File: src/inc/isc_pkg.sv
/*
 * Package for the isolated serial channel logic: timing counts, packet
 * layout and state enumerations.
 * Assumes a 50 MHz system clock; all counts derive from that rate.
 */
`default_nettype none
package isc_pkg;
    localparam int CLK_PERIOD_NS  = 20;
    // Narrow pulse width limit on filtered fast paths
    localparam int GLITCH_NS      = 10;
    localparam int GLITCH_CYC     = (GLITCH_NS + CLK_PERIOD_NS - 1)
                                    / CLK_PERIOD_NS;
    // Slow channel sample to output latency
    localparam int UPDATE_NS      = 100;
    localparam int UPDATE_CYC     = UPDATE_NS / CLK_PERIOD_NS;
    // Packet pacing interval of the free running internal clock
    localparam int PACE_NS        = 400;
    localparam int PACE_CYC       = PACE_NS / CLK_PERIOD_NS;
    // Refresh after this long without a fast input transition
    localparam int REFRESH_NS     = 1200;
    localparam int REFRESH_CYC    = REFRESH_NS / CLK_PERIOD_NS;
    // Watchdog timeout without slow path traffic
    localparam int WDOG_NS        = 5000;
    localparam int WDOG_CYC       = WDOG_NS / CLK_PERIOD_NS;
    localparam int PKT_BITS       = 5;
    localparam logic [4:0] SEL_IDLE = 5'h01;

    typedef struct packed {
        logic slow;
        logic sel;
        logic data;
        logic clk;
        logic ret;
    } isc_pkt_s;

    typedef enum logic [1:0] {
        ST_IDLE,
        ST_SHIFT,
        ST_UPDATE
    } isc_state_e;
endpackage
`default_nettype wire

File: src/rtl/isc_fifo.sv
/*
 * Small synchronous FIFO with valid/ready on both sides.
 * Assumes a single clock and an active high asynchronous reset.
 */
`timescale 1ns/10ps
`default_nettype none
module isc_fifo #(
    parameter int WIDTH = 5,
    parameter int DEPTH = 16
) (
    input  wire logic             clk_i,     // Clock
    input  wire logic             rst_i,     // Reset
    input  wire logic             in_valid_i, // Write valid
    output logic                  in_ready_o, // Not full
    input  wire logic [WIDTH-1:0] in_data_i, // Write data
    output logic                  out_valid_o, // Not empty
    input  wire logic             out_ready_i, // Read accept
    output logic      [WIDTH-1:0] out_data_o // Read data
);
    localparam int AW = $clog2(DEPTH);
    if (WIDTH < 1 || DEPTH < 2 || (1 << AW) != DEPTH) begin : g_bad_size
        $error("FIFO size not supported");
    end
    logic [WIDTH-1:0] mem [DEPTH];
    logic [AW:0]      wr_ptr;
    logic [AW:0]      rd_ptr;
    logic             do_wr;
    logic             do_rd;

    assign in_ready_o  = (wr_ptr ^ rd_ptr) != {1'b1, {AW{1'b0}}};
    assign out_valid_o = wr_ptr != rd_ptr;
    assign do_wr       = in_valid_i && in_ready_o;
    assign do_rd       = out_valid_o && out_ready_i;
    assign out_data_o  = mem[rd_ptr[AW-1:0]];

    always_ff @(posedge clk_i) begin
        if (do_wr)
            mem[wr_ptr[AW-1:0]] <= in_data_i;
    end

    always_ff @(posedge clk_i or posedge rst_i) begin
        if (rst_i) begin
            wr_ptr <= '0;
            rd_ptr <= '0;
        end else begin
            if (do_wr)
                wr_ptr <= wr_ptr + 1'b1;
            if (do_rd)
                rd_ptr <= rd_ptr + 1'b1;
        end
    end
endmodule // isc_fifo
`default_nettype wire

File: src/rtl/isc_channel.sv
/*
 * Channel logic of an isolated serial peripheral link: four fast paths,
 * two slow paths shuttled as packets, a delayed clock copy.
 * Assumes all pin inputs are asynchronous to CLK_I and pass synchronisers;
 * the barrier is modelled by an internal packet FIFO.
 */
`timescale 1ns/10ps
`default_nettype none
module isc_channel
    import isc_pkg::*;
#(
    parameter bit FILTERED  = 1'b1,
    parameter int DELAYED_CLOCK_OUT_TAPS = 2,
    parameter int FIFO_DEPTH = 16
) (
    input  wire logic CLK_I,                  // System clock
    input  wire logic RST_I,                  // Async reset, high
    input  wire logic MASTER_CLK_I,           // Master serial clock
    input  wire logic MASTER_DATA_IN_I,       // Master data in
    input  wire logic MASTER_SELECT_IN_I,     // Master select, low active
    output logic      MASTER_RETURN_OUT_O,    // Data back to master
    output logic      DELAYED_CLOCK_OUT_O,    // Delayed clock copy
    input  wire logic SLOW_IN_A_I,            // Slow input, master side
    output logic      SLOW_OUT_B_O,           // Slow output, master side
    output logic      SLOW_OUT_B_OE_N_O,      // Enable, low drives
    output logic      SLAVE_CLK_O,            // Serial clock to slave
    output logic      SLAVE_DATA_O,           // Data to slave
    output logic      SLAVE_SELECT_OUT_N_O,   // Select to slave, low active
    output logic      SLAVE_OE_N_O,           // Slave side enable, low drives
    input  wire logic SLAVE_DATA_I,           // Data from slave
    input  wire logic SLOW_IN_B_I,            // Slow input, slave side
    output logic      SLOW_OUT_A_O,           // Slow output, slave side
    output logic      SLOW_OUT_A_OE_N_O,      // Enable, low drives
    output logic      LINK_FAULT_O            // Watchdog expired or select mismatch
);

    if (DELAYED_CLOCK_OUT_TAPS < 1 || DELAYED_CLOCK_OUT_TAPS > 16) begin : g_bad_taps
        $error("DELAYED_CLOCK_OUT_TAPS out of range");
    end

    // Synchronisers for the asynchronous pins
    logic [4:0] sync1;
    logic [4:0] sync2;
    logic [4:0] pins;
    assign pins = {SLOW_IN_B_I, SLOW_IN_A_I, SLAVE_DATA_I,
                   MASTER_SELECT_IN_I, MASTER_CLK_I ^ 1'b0};

    always_ff @(posedge CLK_I or posedge RST_I) begin
        if (RST_I) begin
            sync1 <= SEL_IDLE << 1;
            sync2 <= SEL_IDLE << 1;
        end else begin
            sync1 <= pins;
            sync2 <= sync1;
        end
    end

    logic mclk_s, msel_s, sdat_s, slow_a_s, slow_b_s;
    logic mdat1, mdat2;
    assign mclk_s   = sync2[0];
    assign msel_s   = sync2[1];
    assign sdat_s   = sync2[2];
    assign slow_a_s = sync2[3];
    assign slow_b_s = sync2[4];

    always_ff @(posedge CLK_I or posedge RST_I) begin
        if (RST_I) begin
            mdat1 <= 1'b0;
            mdat2 <= 1'b0;
        end else begin
            mdat1 <= MASTER_DATA_IN_I;
            mdat2 <= mdat1;
        end
    end

    // Glitch filter: level must hold GLITCH_CYC+1 samples
    localparam int GW = GLITCH_CYC + 1;
    logic [3:0]    f_in;
    logic [3:0]    f_out;
    logic [GW-1:0] f_hist [4];
    assign f_in = {msel_s, sdat_s, mdat2, mclk_s};

    always_ff @(posedge CLK_I or posedge RST_I) begin
        if (RST_I) begin
            for (int i = 0; i < 4; i++)
                f_hist[i] <= (i == 3) ? {GW{1'b1}} : '0;
            f_out <= 4'h8;
        end else begin
            for (int i = 0; i < 4; i++) begin
                f_hist[i] <= {f_hist[i][GW-2:0], f_in[i]};
                if (f_hist[i] == {GW{1'b1}})
                    f_out[i] <= 1'b1;
                else if (f_hist[i] == {GW{1'b0}})
                    f_out[i] <= 1'b0;
            end
        end
    end

    // Grade selection; select is filtered in both grades
    logic clk_p, mdat_p, sdat_p, sel_p;
    assign clk_p  = FILTERED ? f_out[0] : mclk_s;
    assign mdat_p = FILTERED ? f_out[1] : mdat2;
    assign sdat_p = FILTERED ? f_out[2] : sdat_s;
    assign sel_p  = f_out[3];

    // Refresh counter, restarts on any fast transition
    logic [3:0]  fast_prev;
    logic [15:0] idle_cnt;
    logic        refresh;
    assign refresh = idle_cnt == 16'(REFRESH_CYC - 1);

    always_ff @(posedge CLK_I or posedge RST_I) begin
        if (RST_I) begin
            fast_prev <= 4'h8;
            idle_cnt  <= '0;
        end else begin
            fast_prev <= {sel_p, sdat_p, mdat_p, clk_p};
            if (fast_prev != {sel_p, sdat_p, mdat_p, clk_p} || refresh)
                idle_cnt <= '0;
            else
                idle_cnt <= idle_cnt + 16'h0001;
        end
    end

    // Fast paths: registered level forwarding every cycle, not gated by refresh
    logic slv_clk, slv_dat, slv_sel, mst_ret;
    always_ff @(posedge CLK_I or posedge RST_I) begin
        if (RST_I) begin
            slv_clk <= 1'b0;
            slv_dat <= 1'b0;
            slv_sel <= 1'b1;
            mst_ret <= 1'b0;
        end else begin
            slv_clk <= clk_p;
            slv_dat <= mdat_p;
            slv_sel <= sel_p;
            mst_ret <= sdat_p;
        end
    end
    assign SLAVE_CLK_O          = slv_clk;
    assign SLAVE_DATA_O         = slv_dat;
    assign SLAVE_SELECT_OUT_N_O = slv_sel;
    assign MASTER_RETURN_OUT_O  = mst_ret;

    // Delayed clock: matches clock path plus return path
    logic [DELAYED_CLOCK_OUT_TAPS-1:0] dly;
    always_ff @(posedge CLK_I or posedge RST_I) begin
        if (RST_I)
            dly <= '0;
        else
            dly <= DELAYED_CLOCK_OUT_TAPS'({dly, slv_clk});
    end
    assign DELAYED_CLOCK_OUT_O = dly[DELAYED_CLOCK_OUT_TAPS-1];

    // Pace clock for slow packet shuttle
    logic [7:0] pace_cnt;
    logic       pace;
    assign pace = pace_cnt == 8'(PACE_CYC - 1);
    always_ff @(posedge CLK_I or posedge RST_I) begin
        if (RST_I)
            pace_cnt <= '0;
        else if (pace)
            pace_cnt <= '0;
        else
            pace_cnt <= pace_cnt + 8'h01;
    end

    // Direction toggles each exchange: 0 master to slave, 1 back
    logic     dir;
    isc_pkt_s snap;
    always_ff @(posedge CLK_I or posedge RST_I) begin
        if (RST_I)
            dir <= 1'b0;
        else if (pace)
            dir <= ~dir;
    end
    always_comb begin
        snap.clk  = clk_p;
        snap.data = mdat_p;
        snap.sel  = sel_p;
        snap.ret  = sdat_p;
        snap.slow = dir ? slow_b_s : slow_a_s;
    end

    // Barrier buffer
    logic     tx_ready, rx_valid, rx_take;
    isc_pkt_s rx_pkt;
    isc_fifo #(.WIDTH(PKT_BITS), .DEPTH(FIFO_DEPTH)) u_barrier (
        .clk_i       (CLK_I),
        .rst_i       (RST_I),
        .in_valid_i  (pace),
        .in_ready_o  (tx_ready),
        .in_data_i   (snap),
        .out_valid_o (rx_valid),
        .out_ready_i (rx_take),
        .out_data_o  (rx_pkt)
    );

    // Receiver: wait UPDATE_CYC then apply the packet
    isc_state_e state;
    logic [7:0] upd_cnt;
    logic       rx_dir;
    logic       mismatch;
    assign rx_take = state == ST_IDLE && rx_valid;
    always_ff @(posedge CLK_I or posedge RST_I) begin
        if (RST_I) begin
            state   <= ST_IDLE;
            upd_cnt <= '0;
            rx_dir  <= 1'b1;
        end else begin
            case (state)
                ST_IDLE: begin
                    if (rx_valid) begin
                        state   <= ST_SHIFT;
                        upd_cnt <= '0;
                        rx_dir  <= ~rx_dir;
                    end
                end
                ST_SHIFT: begin
                    upd_cnt <= upd_cnt + 8'h01;
                    if (upd_cnt == 8'(UPDATE_CYC - 2))
                        state <= ST_UPDATE;
                end
                default: state <= ST_IDLE;
            endcase
        end
    end

    logic       slow_a_q, slow_b_q;
    isc_pkt_s   held;
    always_ff @(posedge CLK_I or posedge RST_I) begin
        if (RST_I) begin
            held     <= '0;
            slow_a_q <= 1'b0;
            slow_b_q <= 1'b0;
            mismatch <= 1'b0;
        end else begin
            if (rx_take)
                held <= rx_pkt;
            if (state == ST_UPDATE) begin
                mismatch <= held.sel != slv_sel;
                if (rx_dir)
                    slow_b_q <= held.slow;
                else
                    slow_a_q <= held.slow;
            end
        end
    end
    assign SLOW_OUT_A_O = slow_a_q;
    assign SLOW_OUT_B_O = slow_b_q;

    // Watchdog on slow traffic
    logic [15:0] wd_cnt;
    logic        fault;
    always_ff @(posedge CLK_I or posedge RST_I) begin
        if (RST_I) begin
            wd_cnt <= '0;
            fault  <= 1'b0;
        end else if (rx_take) begin
            wd_cnt <= '0;
            fault  <= 1'b0;
        end else if (wd_cnt == 16'(WDOG_CYC - 1)) begin
            fault  <= 1'b1;
        end else begin
            wd_cnt <= wd_cnt + 16'h0001;
        end
    end
    assign SLOW_OUT_A_OE_N_O = fault;
    assign SLOW_OUT_B_OE_N_O = fault;
    assign SLAVE_OE_N_O      = fault;
    assign LINK_FAULT_O      = fault | mismatch;

    // Checks
    int unsigned upd_lat;
    always_ff @(posedge CLK_I or posedge RST_I) begin
        if (RST_I)
            upd_lat <= 0;
        else if (rx_take)
            upd_lat <= 0;
        else
            upd_lat <= upd_lat + 1;
    end
endmodule // isc_channel
`default_nettype wire

File: config.mk
export PLATFORM = sky130hd
export DESIGN_NAME = isc_channel
export DESIGN_NICKNAME = d
export VERILOG_FILES = /design/src/inc/isc_pkg.sv /design/src/rtl/isc_fifo.sv /design/src/rtl/isc_channel.sv
export SDC_FILE = /design/constraint.sdc
export NUM_CORES = 1
export LEC_CHECK = 0
export BUFFER_PORTS_ARGS = -buffer_cell sky130_fd_sc_hd__buf_2
export CAP_MARGIN = 15
export CORE_ASPECT_RATIO = 1.2
export CORE_MARGIN = 2
export CORE_UTILIZATION = 55
export CTS_CLUSTER_SIZE = 40
export DETAILED_ROUTE_END_ITERATION = 7
export MAX_ROUTING_LAYER = met4
export PLACE_DENSITY_LB_ADDON = 0.25
export RECOVER_POWER = 25
export SYNTH_ARGS = -nofsm -noshare
export SYNTH_HDL_FRONTEND = slang
export SYNTH_SLANG_ARGS = --single-unit
File: constraint.sdc
create_clock -name CLK_I -period 2.1 [get_ports CLK_I]
set_input_delay 0.105 -clock CLK_I [delete_from_list [all_inputs] [get_ports CLK_I]]
set_output_delay 0.105 -clock CLK_I [all_outputs]
set_load 0.005 [all_outputs]
; ---- After elaboration in Yosys (flattened, before gate mapping)
; Memory sizes are Yosys's and may differ from the RTL's. A register that Yosys moved wholly into a read port is not among the register bits.
; Cells that the tools add are included.
[op_classes]
add_sub_neg = 5
eq_ne = 15
mux = 21
bitwise = 4
reduce_logical = 19
[ops]
columns = op, n
row1 = $mux 16, 2
row2 = $add 16x1->16 const B, 1
row3 = $add 8x1->8 const B, 2
row4 = $eq 16x8->1 const B, 1
row5 = $mux 8, 2
row6 = $pmux 8 s2, 1
row7 = $mux 1, 13
row8 = $reduce_bool 2->1, 6
row9 = $add 5x1->5 const B, 2
row10 = $eq 2x2->1 const B, 5
row11 = $logic_not 2->1, 5
row12 = $reduce_and 2->1, 5
row13 = $eq 8x2->1 const B, 1
row14 = $eq 8x5->1 const B, 1
row15 = $ne 5x5->1, 1
row16 = $ne 5x5->1 const B, 1
row17 = $xor 5x5->5, 1
row18 = $mux 2, 2
row19 = $ne 2x2->1 const B, 2
row20 = $pmux 2 s2, 1
row21 = $logic_and 1x1->1, 3
row22 = $eq 2x1->1 const B, 1
row23 = $ne 2x1->1 const B, 1
row24 = $not 1->1, 2
row25 = other kinds (2), 2
[word_totals]
regBits = 80
ram_bits = 80
in_bits = 8
output_inout_bits = 11
elab_cells = 94
memories = 1
[mem_list]
columns = name, depth, width, read_ports, rd_ports_with_merged_regs, write_ports, line
row1 = u_barrier.mem, 16, 5, 1, 1, 1, isc_fifo.sv:24  ; logic [WIDTH-1:0] mem [DEPTH];

; ---- Logic depth before layout (Yosys ltp)
; Gate-level depths: netlist of run 1.
[logic_depth]
word_depth = 5
ltp_mapped = 7
mapped_depth_nobuf = 6

; ---- Hierarchy
; Synthesis of run 1 repeated with hierarchy kept, for this count alone.
[unflattened]
cells_unflattened = 460
area_unflattened_um2 = 6759.0
[by_module_without_submodules]
columns = mod, n_inst, cells_per_inst, area_each_um2, seq_area_each_um2
row1 = isc_fifo, 1, 226, 3851.2, 2652.5
row2 = isc_channel, 1, 234, 2907.8, 1810.5

; ---- Least setup slack after synthesis of run 1
; OpenSTA, ideal clock, no wires.
[synth_path]
path_kind = register to register
startpoint = reg pace_cnt[3]
endpoint = mem u_barrier.mem[10][3] (enable)
setup_ps = 298
arrival_ps = 1600
t_required_ps = 1802
setup_slack_ps = 202
path_stages_with_launch = 7
path_buffers = 2
synth_period_minus_slack_ps = 1898
cell_sequence = dfrtp_1 -> nor4_1 -> and4b_1 -> buf_2 -> o21a_1 -> buf_2 -> and3_1
[synth_via]
elab_chain_len = 4
[synth_rtl]
columns = element, line
row1 = "start, declared", isc_channel.sv:156  ; logic [7:0] pace_cnt;
row2 = "start signal, assigned", isc_channel.sv:165  ; pace_cnt <= pace_cnt + 8'h01;
row3 = $eq 8x5->1, isc_channel.sv:158  ; assign pace = pace_cnt == 8'(PACE_CYC - 1);
row4 = $logic_and 1x1->1, isc_fifo.sv:32  ; assign do_wr = in_valid_i && in_ready_o;
row5 = $mux 1, isc_fifo.sv:37  ; if (do_wr)
row6 = $mux 1 (not written as such), isc_fifo.sv:38  ; mem[wr_ptr[AW-1:0]] <= in_data_i;
row7 = "end, declared", isc_fifo.sv:24
; No other way between the ends.

; ---- Worst setup path after layout of run 1
[layout_path]
startpoint = reg u_barrier.rd_ptr[1]
endpoint = mem u_barrier.mem[11][4] (enable)
[layout_via]
elab_chain_len = 5
[layout_rtl]
columns = element, line
row1 = "start, declared", isc_fifo.sv:26  ; logic [AW:0] rd_ptr;
row2 = "start signal, assigned", isc_fifo.sv:49  ; rd_ptr <= rd_ptr + 1'b1;
row3 = $xor 5x5->5, isc_fifo.sv:30  ; assign in_ready_o = (wr_ptr ^ rd_ptr) != {1'b1, {AW{1'b0}}};
row4 = $ne 5x5->1, isc_fifo.sv:30
row5 = $logic_and 1x1->1, isc_fifo.sv:32
row6 = $mux 1, isc_fifo.sv:37
row7 = $mux 1 (not written as such), isc_fifo.sv:38
; No other way between the ends.

==> results of run 1 <==
-- cells in the final DEF (no fill, tap or decap), types with 13 or more instances in the layout --
master / synthesis / final
and3_1: 20 / 20
xnor2_1: 30 / 30
clkbuf_16: 0 / 16
buf_2: 7 / 17
ha_1: 13 / 13
edfxtp_1: 32 / 32
mux2_2: 13 / 13
dfrtp_1: 75 / 74
nand2_1: 15 / 15
nor2_1: 25 / 25
-- cell usage after synthesis (all sizes together) (2+ instances only) --
master,number,area [µm²]
nand4,7,43.79
dfrtp,75,1877
dfstp,7,183.9
a221oi,2,17.52
o2111ai,2,17.52
and2,2,12.51
mux4,6,153.9
nor2,25,93.84
nor4,6,37.54
mux2,14,161.4
edfxtp,32,960.9
mux2i,6,60.06
a21oi,4,20.02
buf,12,68.81
a22o,2,17.52
nor2b,7,43.79
nor4b,2,17.52
nand2b,4,25.02
or2,5,31.28
and3,20,125.1
nand3,10,50.05
clkbuf,4,15.01
inv,10,37.54
xnor2,30,262.8
nand2,15,56.30
o21ai,5,25.02
nor3,6,30.03
xor2,8,70.07
o211ai,4,30.03
o21a,2,15.01
ha,13,162.7
nand3b,2,15.01
-- final timing paths --
path / from / to / slack (ns) / cells after the start
worst max-delay path: u_barrier.rd_ptr[1] / u_barrier.mem[11][4] / 0.09 / 5
worst min-delay path: SLOW_IN_B_I / sync1[4] / 0.24 / 2
worst max register to register: u_barrier.rd_ptr[1] / u_barrier.mem[11][4] / 0.09 / 5
worst min register to register: sync2[2] / f_hist[2] / 0.35 / 0
max in group asynchronous: RST_I / u_barrier.rd_ptr[1] / 0.78 / 4
min in group asynchronous: RST_I / f_hist[2] / 0.53 / 4
-- kinds of logic after synthesis --
logic type / share of synthesized area (%)
AND/OR/NAND/NOR: 12.66
AO/OA/AOI/OAI: 3.802
buffers and inverters: 2.526
multiplexers: 7.812
adder cells (fa/ha/maj): 3.385
flip-flops: 62.89
XOR/XNOR: 6.927
-- metrics by stage --
stage | total power [µW] | hold WS, ns | cells | worst slack, ns | area, µm²
global route | 5578 | 0.2272 | 524 | -0.02629 | 5732
floorplan | 2476 | 0.1095 | 357 | 0.2016 | 4808
CTS | 5455 | 0.2225 | 524 | 0.008675 | 5728
finish | 5395 | 0.2431 | 524 | 0.09196 | 5732
detailed placement | 2533 | 0.2147 | 485 | 0.07316 | 5054
global placement | 2526 | 0.2121 | 485 | 0.1227 | 5054
-- power breakdown --
group / total (µW) / internal (µW) / switching [µW] / leakage, µW
sequential: 2380 / 2350 / 31.5 / 0.00132
clock: 2900 / 1920 / 984 / 0.000286
combinational: 110 / 51.9 / 57.6 / 0.000834
total: 5390 / 4320 / 1070 / 0.00244
-- timing repair --
item	in CTS	in global routing
resized for setup	0	4
setup buffers	0	0
hold buffers	7	0
endpoints found under the hold margin	81	0
setup endpoints to repair	0	37
-- flip-flops by register name, indices dropped and copies added, names as in the netlist, 2 cells and up --
name / count
u_barrier.mem: 32
state: 2
u_barrier.wr_ptr: 5
held: 2
u_barrier.rd_ptr: 5
wd_cnt: 16
sync1: 5
dly: 2
upd_cnt: 8
f_out: 4
f_hist: 8
sync2: 5
pace_cnt: 8
-- final cells by class --
cell class | count | area [µm²]
sequential | 114 | 3023
fill | 649 | 2786
multi-input combinational | 217 | 1678
clock buffer | 18 | 417.9
timing repair buffer | 34 | 239.0
clock inverter | 14 | 186.4
tap | 117 | 146.4
inverter | 10 | 41.29
-- routing by layer --
metal / up-vias / track usage (%)
met5: - / -
met4: 0 / 7.889
met2: 42 / 30.90
met3: 8 / 4.270
li1: 1345 / -
met1: 1375 / 24.91
==> impl_metrics.json, run 1 <==
{
  "grt_pass1_vias": 2877,
  "crit_path_cell_trace": "buf_4 -> xnor2_1 -> nand4_1 -> o211ai_1 -> nor2b_1",
  "cts_root_buf": "clkbuf_8",
  "area_delta_synth_final_pct": 19.30,
  "firstDrtPassIters": 4,
  "drive_above_1_share_pct": 21.38,
  "tns_ns": 0,
  "cp.required_ns": 2.33,
  "max_freq_ghz": 0.4980,
  "clkTransAtPathRegs_ns": 0.06,
  "slew_viol_final": 0,
  "grt_antenna_before_repair": 0,
  "initial_utilization_pct": 56.40,
  "routed-wl-met3_um": 196,
  "fp-row-count": 37,
  "routed_wirelength_mm": 7.862,
  "start_kind": "flop",
  "fin_crit_ns": 2.008,
  "synth_cells": 357,
  "synthArstFlopShare_pct": 71.93,
  "hold_class": "input pin to flop",
  "tightest_slew_ns": 1.093,
  "diodes": 0,
  "peakVddDrop_mv": 0.6824,
  "worst_path_dominant_cell_family": "compound AO/OA/AOI/OAI gates",
  "cp_slowest_cell": "o211ai_1",
  "hold_viol_final": 0,
  "grt_pass1_wl_mm": 13.78,
  "max_stage_delay_ns": 0.51,
  "route.detailed.drc": 0,
  "crit_arrival_ns": 2.24,
  "viasPerCell": 5.286,
  "path_class": "flop to flop",
  "finalCritPeriodShare_pct": 95.62,
  "ys_warn_count": 0,
  "synth_area_um2": 4805,
  "ys_ff_latch": 114,
  "relSlewSlack_pct": 27.11,
  "portBuffers": 18,
  "synth_nets": 378,
  "clock_sinks": 114,
  "chipHeight_um": 106.4,
  "drt_iter0_markers": 115,
  "route.met2.wl_mm": 4.075,
  "cts_tree": "yes",
  "ys_seq_area_share_pct": 62.89,
  "die-width_um": 89.32,
  "wl_met1_mm": 3.503,
  "grt-ovfl-total": 0,
  "clk_path_buf_depth": 2,
  "maxCapViolations": 0,
  "status": "completed",
  "gp_congestion": 0.8282,
  "grt_max_degree": 83,
  "clock_latency_ns": 0.50,
  "powerDensity_nw_per_um2": 941.2,
  "synth_enable_flop_cells": 32,
  "final_antenna_net_count": 0,
  "grt.total_usage_pct": 19.69,
  "syn_avg_cell_area_um2": 13.46,
  "wl_per_cell_um": 15.00,
  "coreArea_um2": 8518,
  "dieArea_um2": 9502,
  "cts_buffers": 17,
  "finalSetupViolCount": 0,
  "ys.flop_type": "dfrtp_1",
  "leakage_uw": 0.002445,
  "yosys.cell_types.count": 45,
  "nets": 415,
  "dr_total_vias": 2770,
  "io_pins": 19,
  "ctsHtreeMaxLevel": 4,
  "dp_hpwl_mm": 5.091,
  "top_layer": "met4",
  "end_kind": "flop",
  "timing.critical_path.buf_inv": 1,
  "final_core_util_pct": 67.29,
  "crit_path_max_fanout": 10,
  "finClkSkew_ns": 0.01411
}
(Power assumes the default switching activity.)
==> run 2: changes to the inputs <==
Settings changed: CORE_UTILIZATION 55 to 40.
==> run 2 against run 1 <==
Compared with the run above:
- die area increased by 36%
- worst setup slack improved by 0.039 ns
- routed wire length is 5.3% higher
- critical path depth up 1
- sequential cell count unchanged
- final cell count is 8.8% higher
- sequential power about the same
- worst hold slack improved by 0.10 ns
- power shrank 3.5%
- combinational power increased by 4%
- register-to-register slack improved by 0.04 ns
- first-iteration DRC count decreased by 35%
- critical path type unchanged
- critical endpoint is now u_barrier.mem[12][4]
- largest power group unchanged
- highest routed layer unchanged
==> impl_metrics.json, run 2 (synthesis gave the netlist of run 1 again) <==
{
  "status": "completed",
  "grt_busiest_layer": "met2",
  "final_antenna_net_count": 0,
  "coreArea_um2": 11620,
  "chipHeight_um": 124.1,
  "firstDrtPassIters": 4,
  "grt_pass1_wl_mm": 14.10,
  "dieArea_um2": 12910,
  "grt_antenna_before_repair": 0,
  "die-width_um": 104.0,
  "max_stage_delay_ns": 0.48,
  "grt_pass1_vias": 2956,
  "nets": 421,
  "cp.required_ns": 2.25,
  "tightest_slew_ns": 1.277,
  "peakVddDrop_mv": 0.3711,
  "gp_congestion": 0.7962,
  "finalSetupViolCount": 0,
  "max_freq_ghz": 0.5078,
  "layout_commonest_cell": "dfrtp_1",
  "drive_above_1_share_pct": 21.31,
  "leakage_uw": 0.002450,
  "grt.total_usage_pct": 14.48,
  "largest_register_ffs": 32,
  "clock_sinks": 114,
  "crit_path_max_fanout": 14,
  "start_kind": "flop",
  "finClkSkew_ns": 0.007965,
  "hold_class": "input pin to flop",
  "viasPerCell": 4.879,
  "hold_viol_final": 0,
  "crit_arrival_ns": 2.12,
  "final_core_util_pct": 49.86,
  "io_pins": 19,
  "maxCapViolations": 0,
  "area_delta_synth_final_pct": 20.60,
  "hold_ws_ns": 0.3441,
  "dr_total_vias": 2781,
  "use_met3_pct": 4.082,
  "powerDensity_nw_per_um2": 898.6,
  "diodes": 0,
  "ctsHtreeMaxLevel": 4,
  "drt_iter0_markers": 75,
  "wl_per_cell_um": 14.52,
  "fillCellCount": 1044,
  "path_class": "flop to flop",
  "slew_viol_final": 0,
  "register_area_um2": 3023,
  "clkTransAtPathRegs_ns": 0.05,
  "finalCritPeriodShare_pct": 93.77,
  "cts_tree": "yes",
  "final_cell_mix": "dfrtp_1 (74), edfxtp_1 (32), xnor2_1 (30), nor2_1 (25), and3_1 (20)",
  "clk_path_buf_depth": 2,
  "relSlewSlack_pct": 14.43,
  "route.detailed.drc": 0,
  "initial_utilization_pct": 41.34,
  "grt-ovfl-total": 0,
  "use_met2_pct": 24.34,
  "portBuffers": 18,
  "dp_hpwl_mm": 5.492,
  "routed_wirelength_mm": 8.276,
  "cts_buffers": 17,
  "grt_max_degree": 44,
  "crit_path_cell_trace": "buf_4 -> xnor2_1 -> nand4_1 -> o21a_1 -> buf_12 -> and3_1",
  "cts_root_buf": "clkbuf_16",
  "cp_slowest_cell": "dfrtp_2",
  "fin_crit_ns": 1.969,
  "fp-row-count": 43,
  "clock_latency_ns": 0.40,
  "end_kind": "flop",
  "multi_input_area_um2": 1668,
  "grtUsageMet1_pct": 16.68
}
## run 2: layout make-up
class                           count  area share (%)
Clock buffer                       20           7.709
Clock inverter                     12           1.987
Inverter                           10          0.6694
Multi-Input combinational cell    217           28.78
Sequential cell                   114           52.17
Tap cell                          157           3.390
Timing Repair Buffer               40           5.290
## run 2: routing by layer
layer / share of wire (%) / vias up
li1: - / 1357
met2: 53 / 28
met4: 0.71 / 0
met3: 2.6 / 5
met5: 0 / -
met1: 44 / 1391
## run 2: timing repair
item / CTS / global route
endpoints found under the setup margin: 0 / 55
hold buffers: 7 / 0
endpoints found under the hold margin: 31 / 0
setup buffers: 0 / 2
resized for setup: 0 / 3
## run 2: final timing paths
path                                           from                    to  slack, ns  cells after the start
worst max-delay path            u_barrier.rd_ptr[1]  u_barrier.mem[12][4]       0.13                      6
worst min-delay path             MASTER_SELECT_IN_I              sync1[1]       0.34                      2
worst max register to register  u_barrier.rd_ptr[1]  u_barrier.mem[12][4]       0.13                      6
worst min register to register             sync1[2]              sync2[2]       0.35                      0
max in group asynchronous                     RST_I  SLAVE_SELECT_OUT_N_O       0.75                      4
min in group asynchronous                     RST_I                 mdat1       0.53                      3
## run 2: report_power, final
| part | switching [µW] | leakage [µW] | total (µW) | internal, µW |
|---|---|---|---|---|
| clock network | 956 | 0.000262 | 2710 | 1750 |
| registers | 32.0 | 0.00132 | 2390 | 2350 |
| logic | 57.3 | 0.000863 | 114 | 56.4 |
| total | 1050 | 0.00245 | 5210 | 4160 |
## run 2: worst max-delay path, delay by kind of cell (launching register included)
family                 cells  cell delay, ns
XOR/XNOR                   1            0.16
buffers and inverters      2            0.32
AND/OR/NAND/NOR            2            0.46
AO/OA/AOI/OAI              1            0.29
flip-flops                 1            0.48
## run 2: metrics by stage
step	instance area, µm²	power [µW]	setup WS (ns)	TNS, ns	std cells
floorplan	4808	2476	0.2016	0	357
global placement	5146	2532	0.09510	0	529
detailed placement	5146	2538	0.03721	0	529
CTS	5778	5278	0.02725	0	568
global route	5794	5394	-0.02659	-0.03038	570
finish	5794	5207	0.1308	0	570
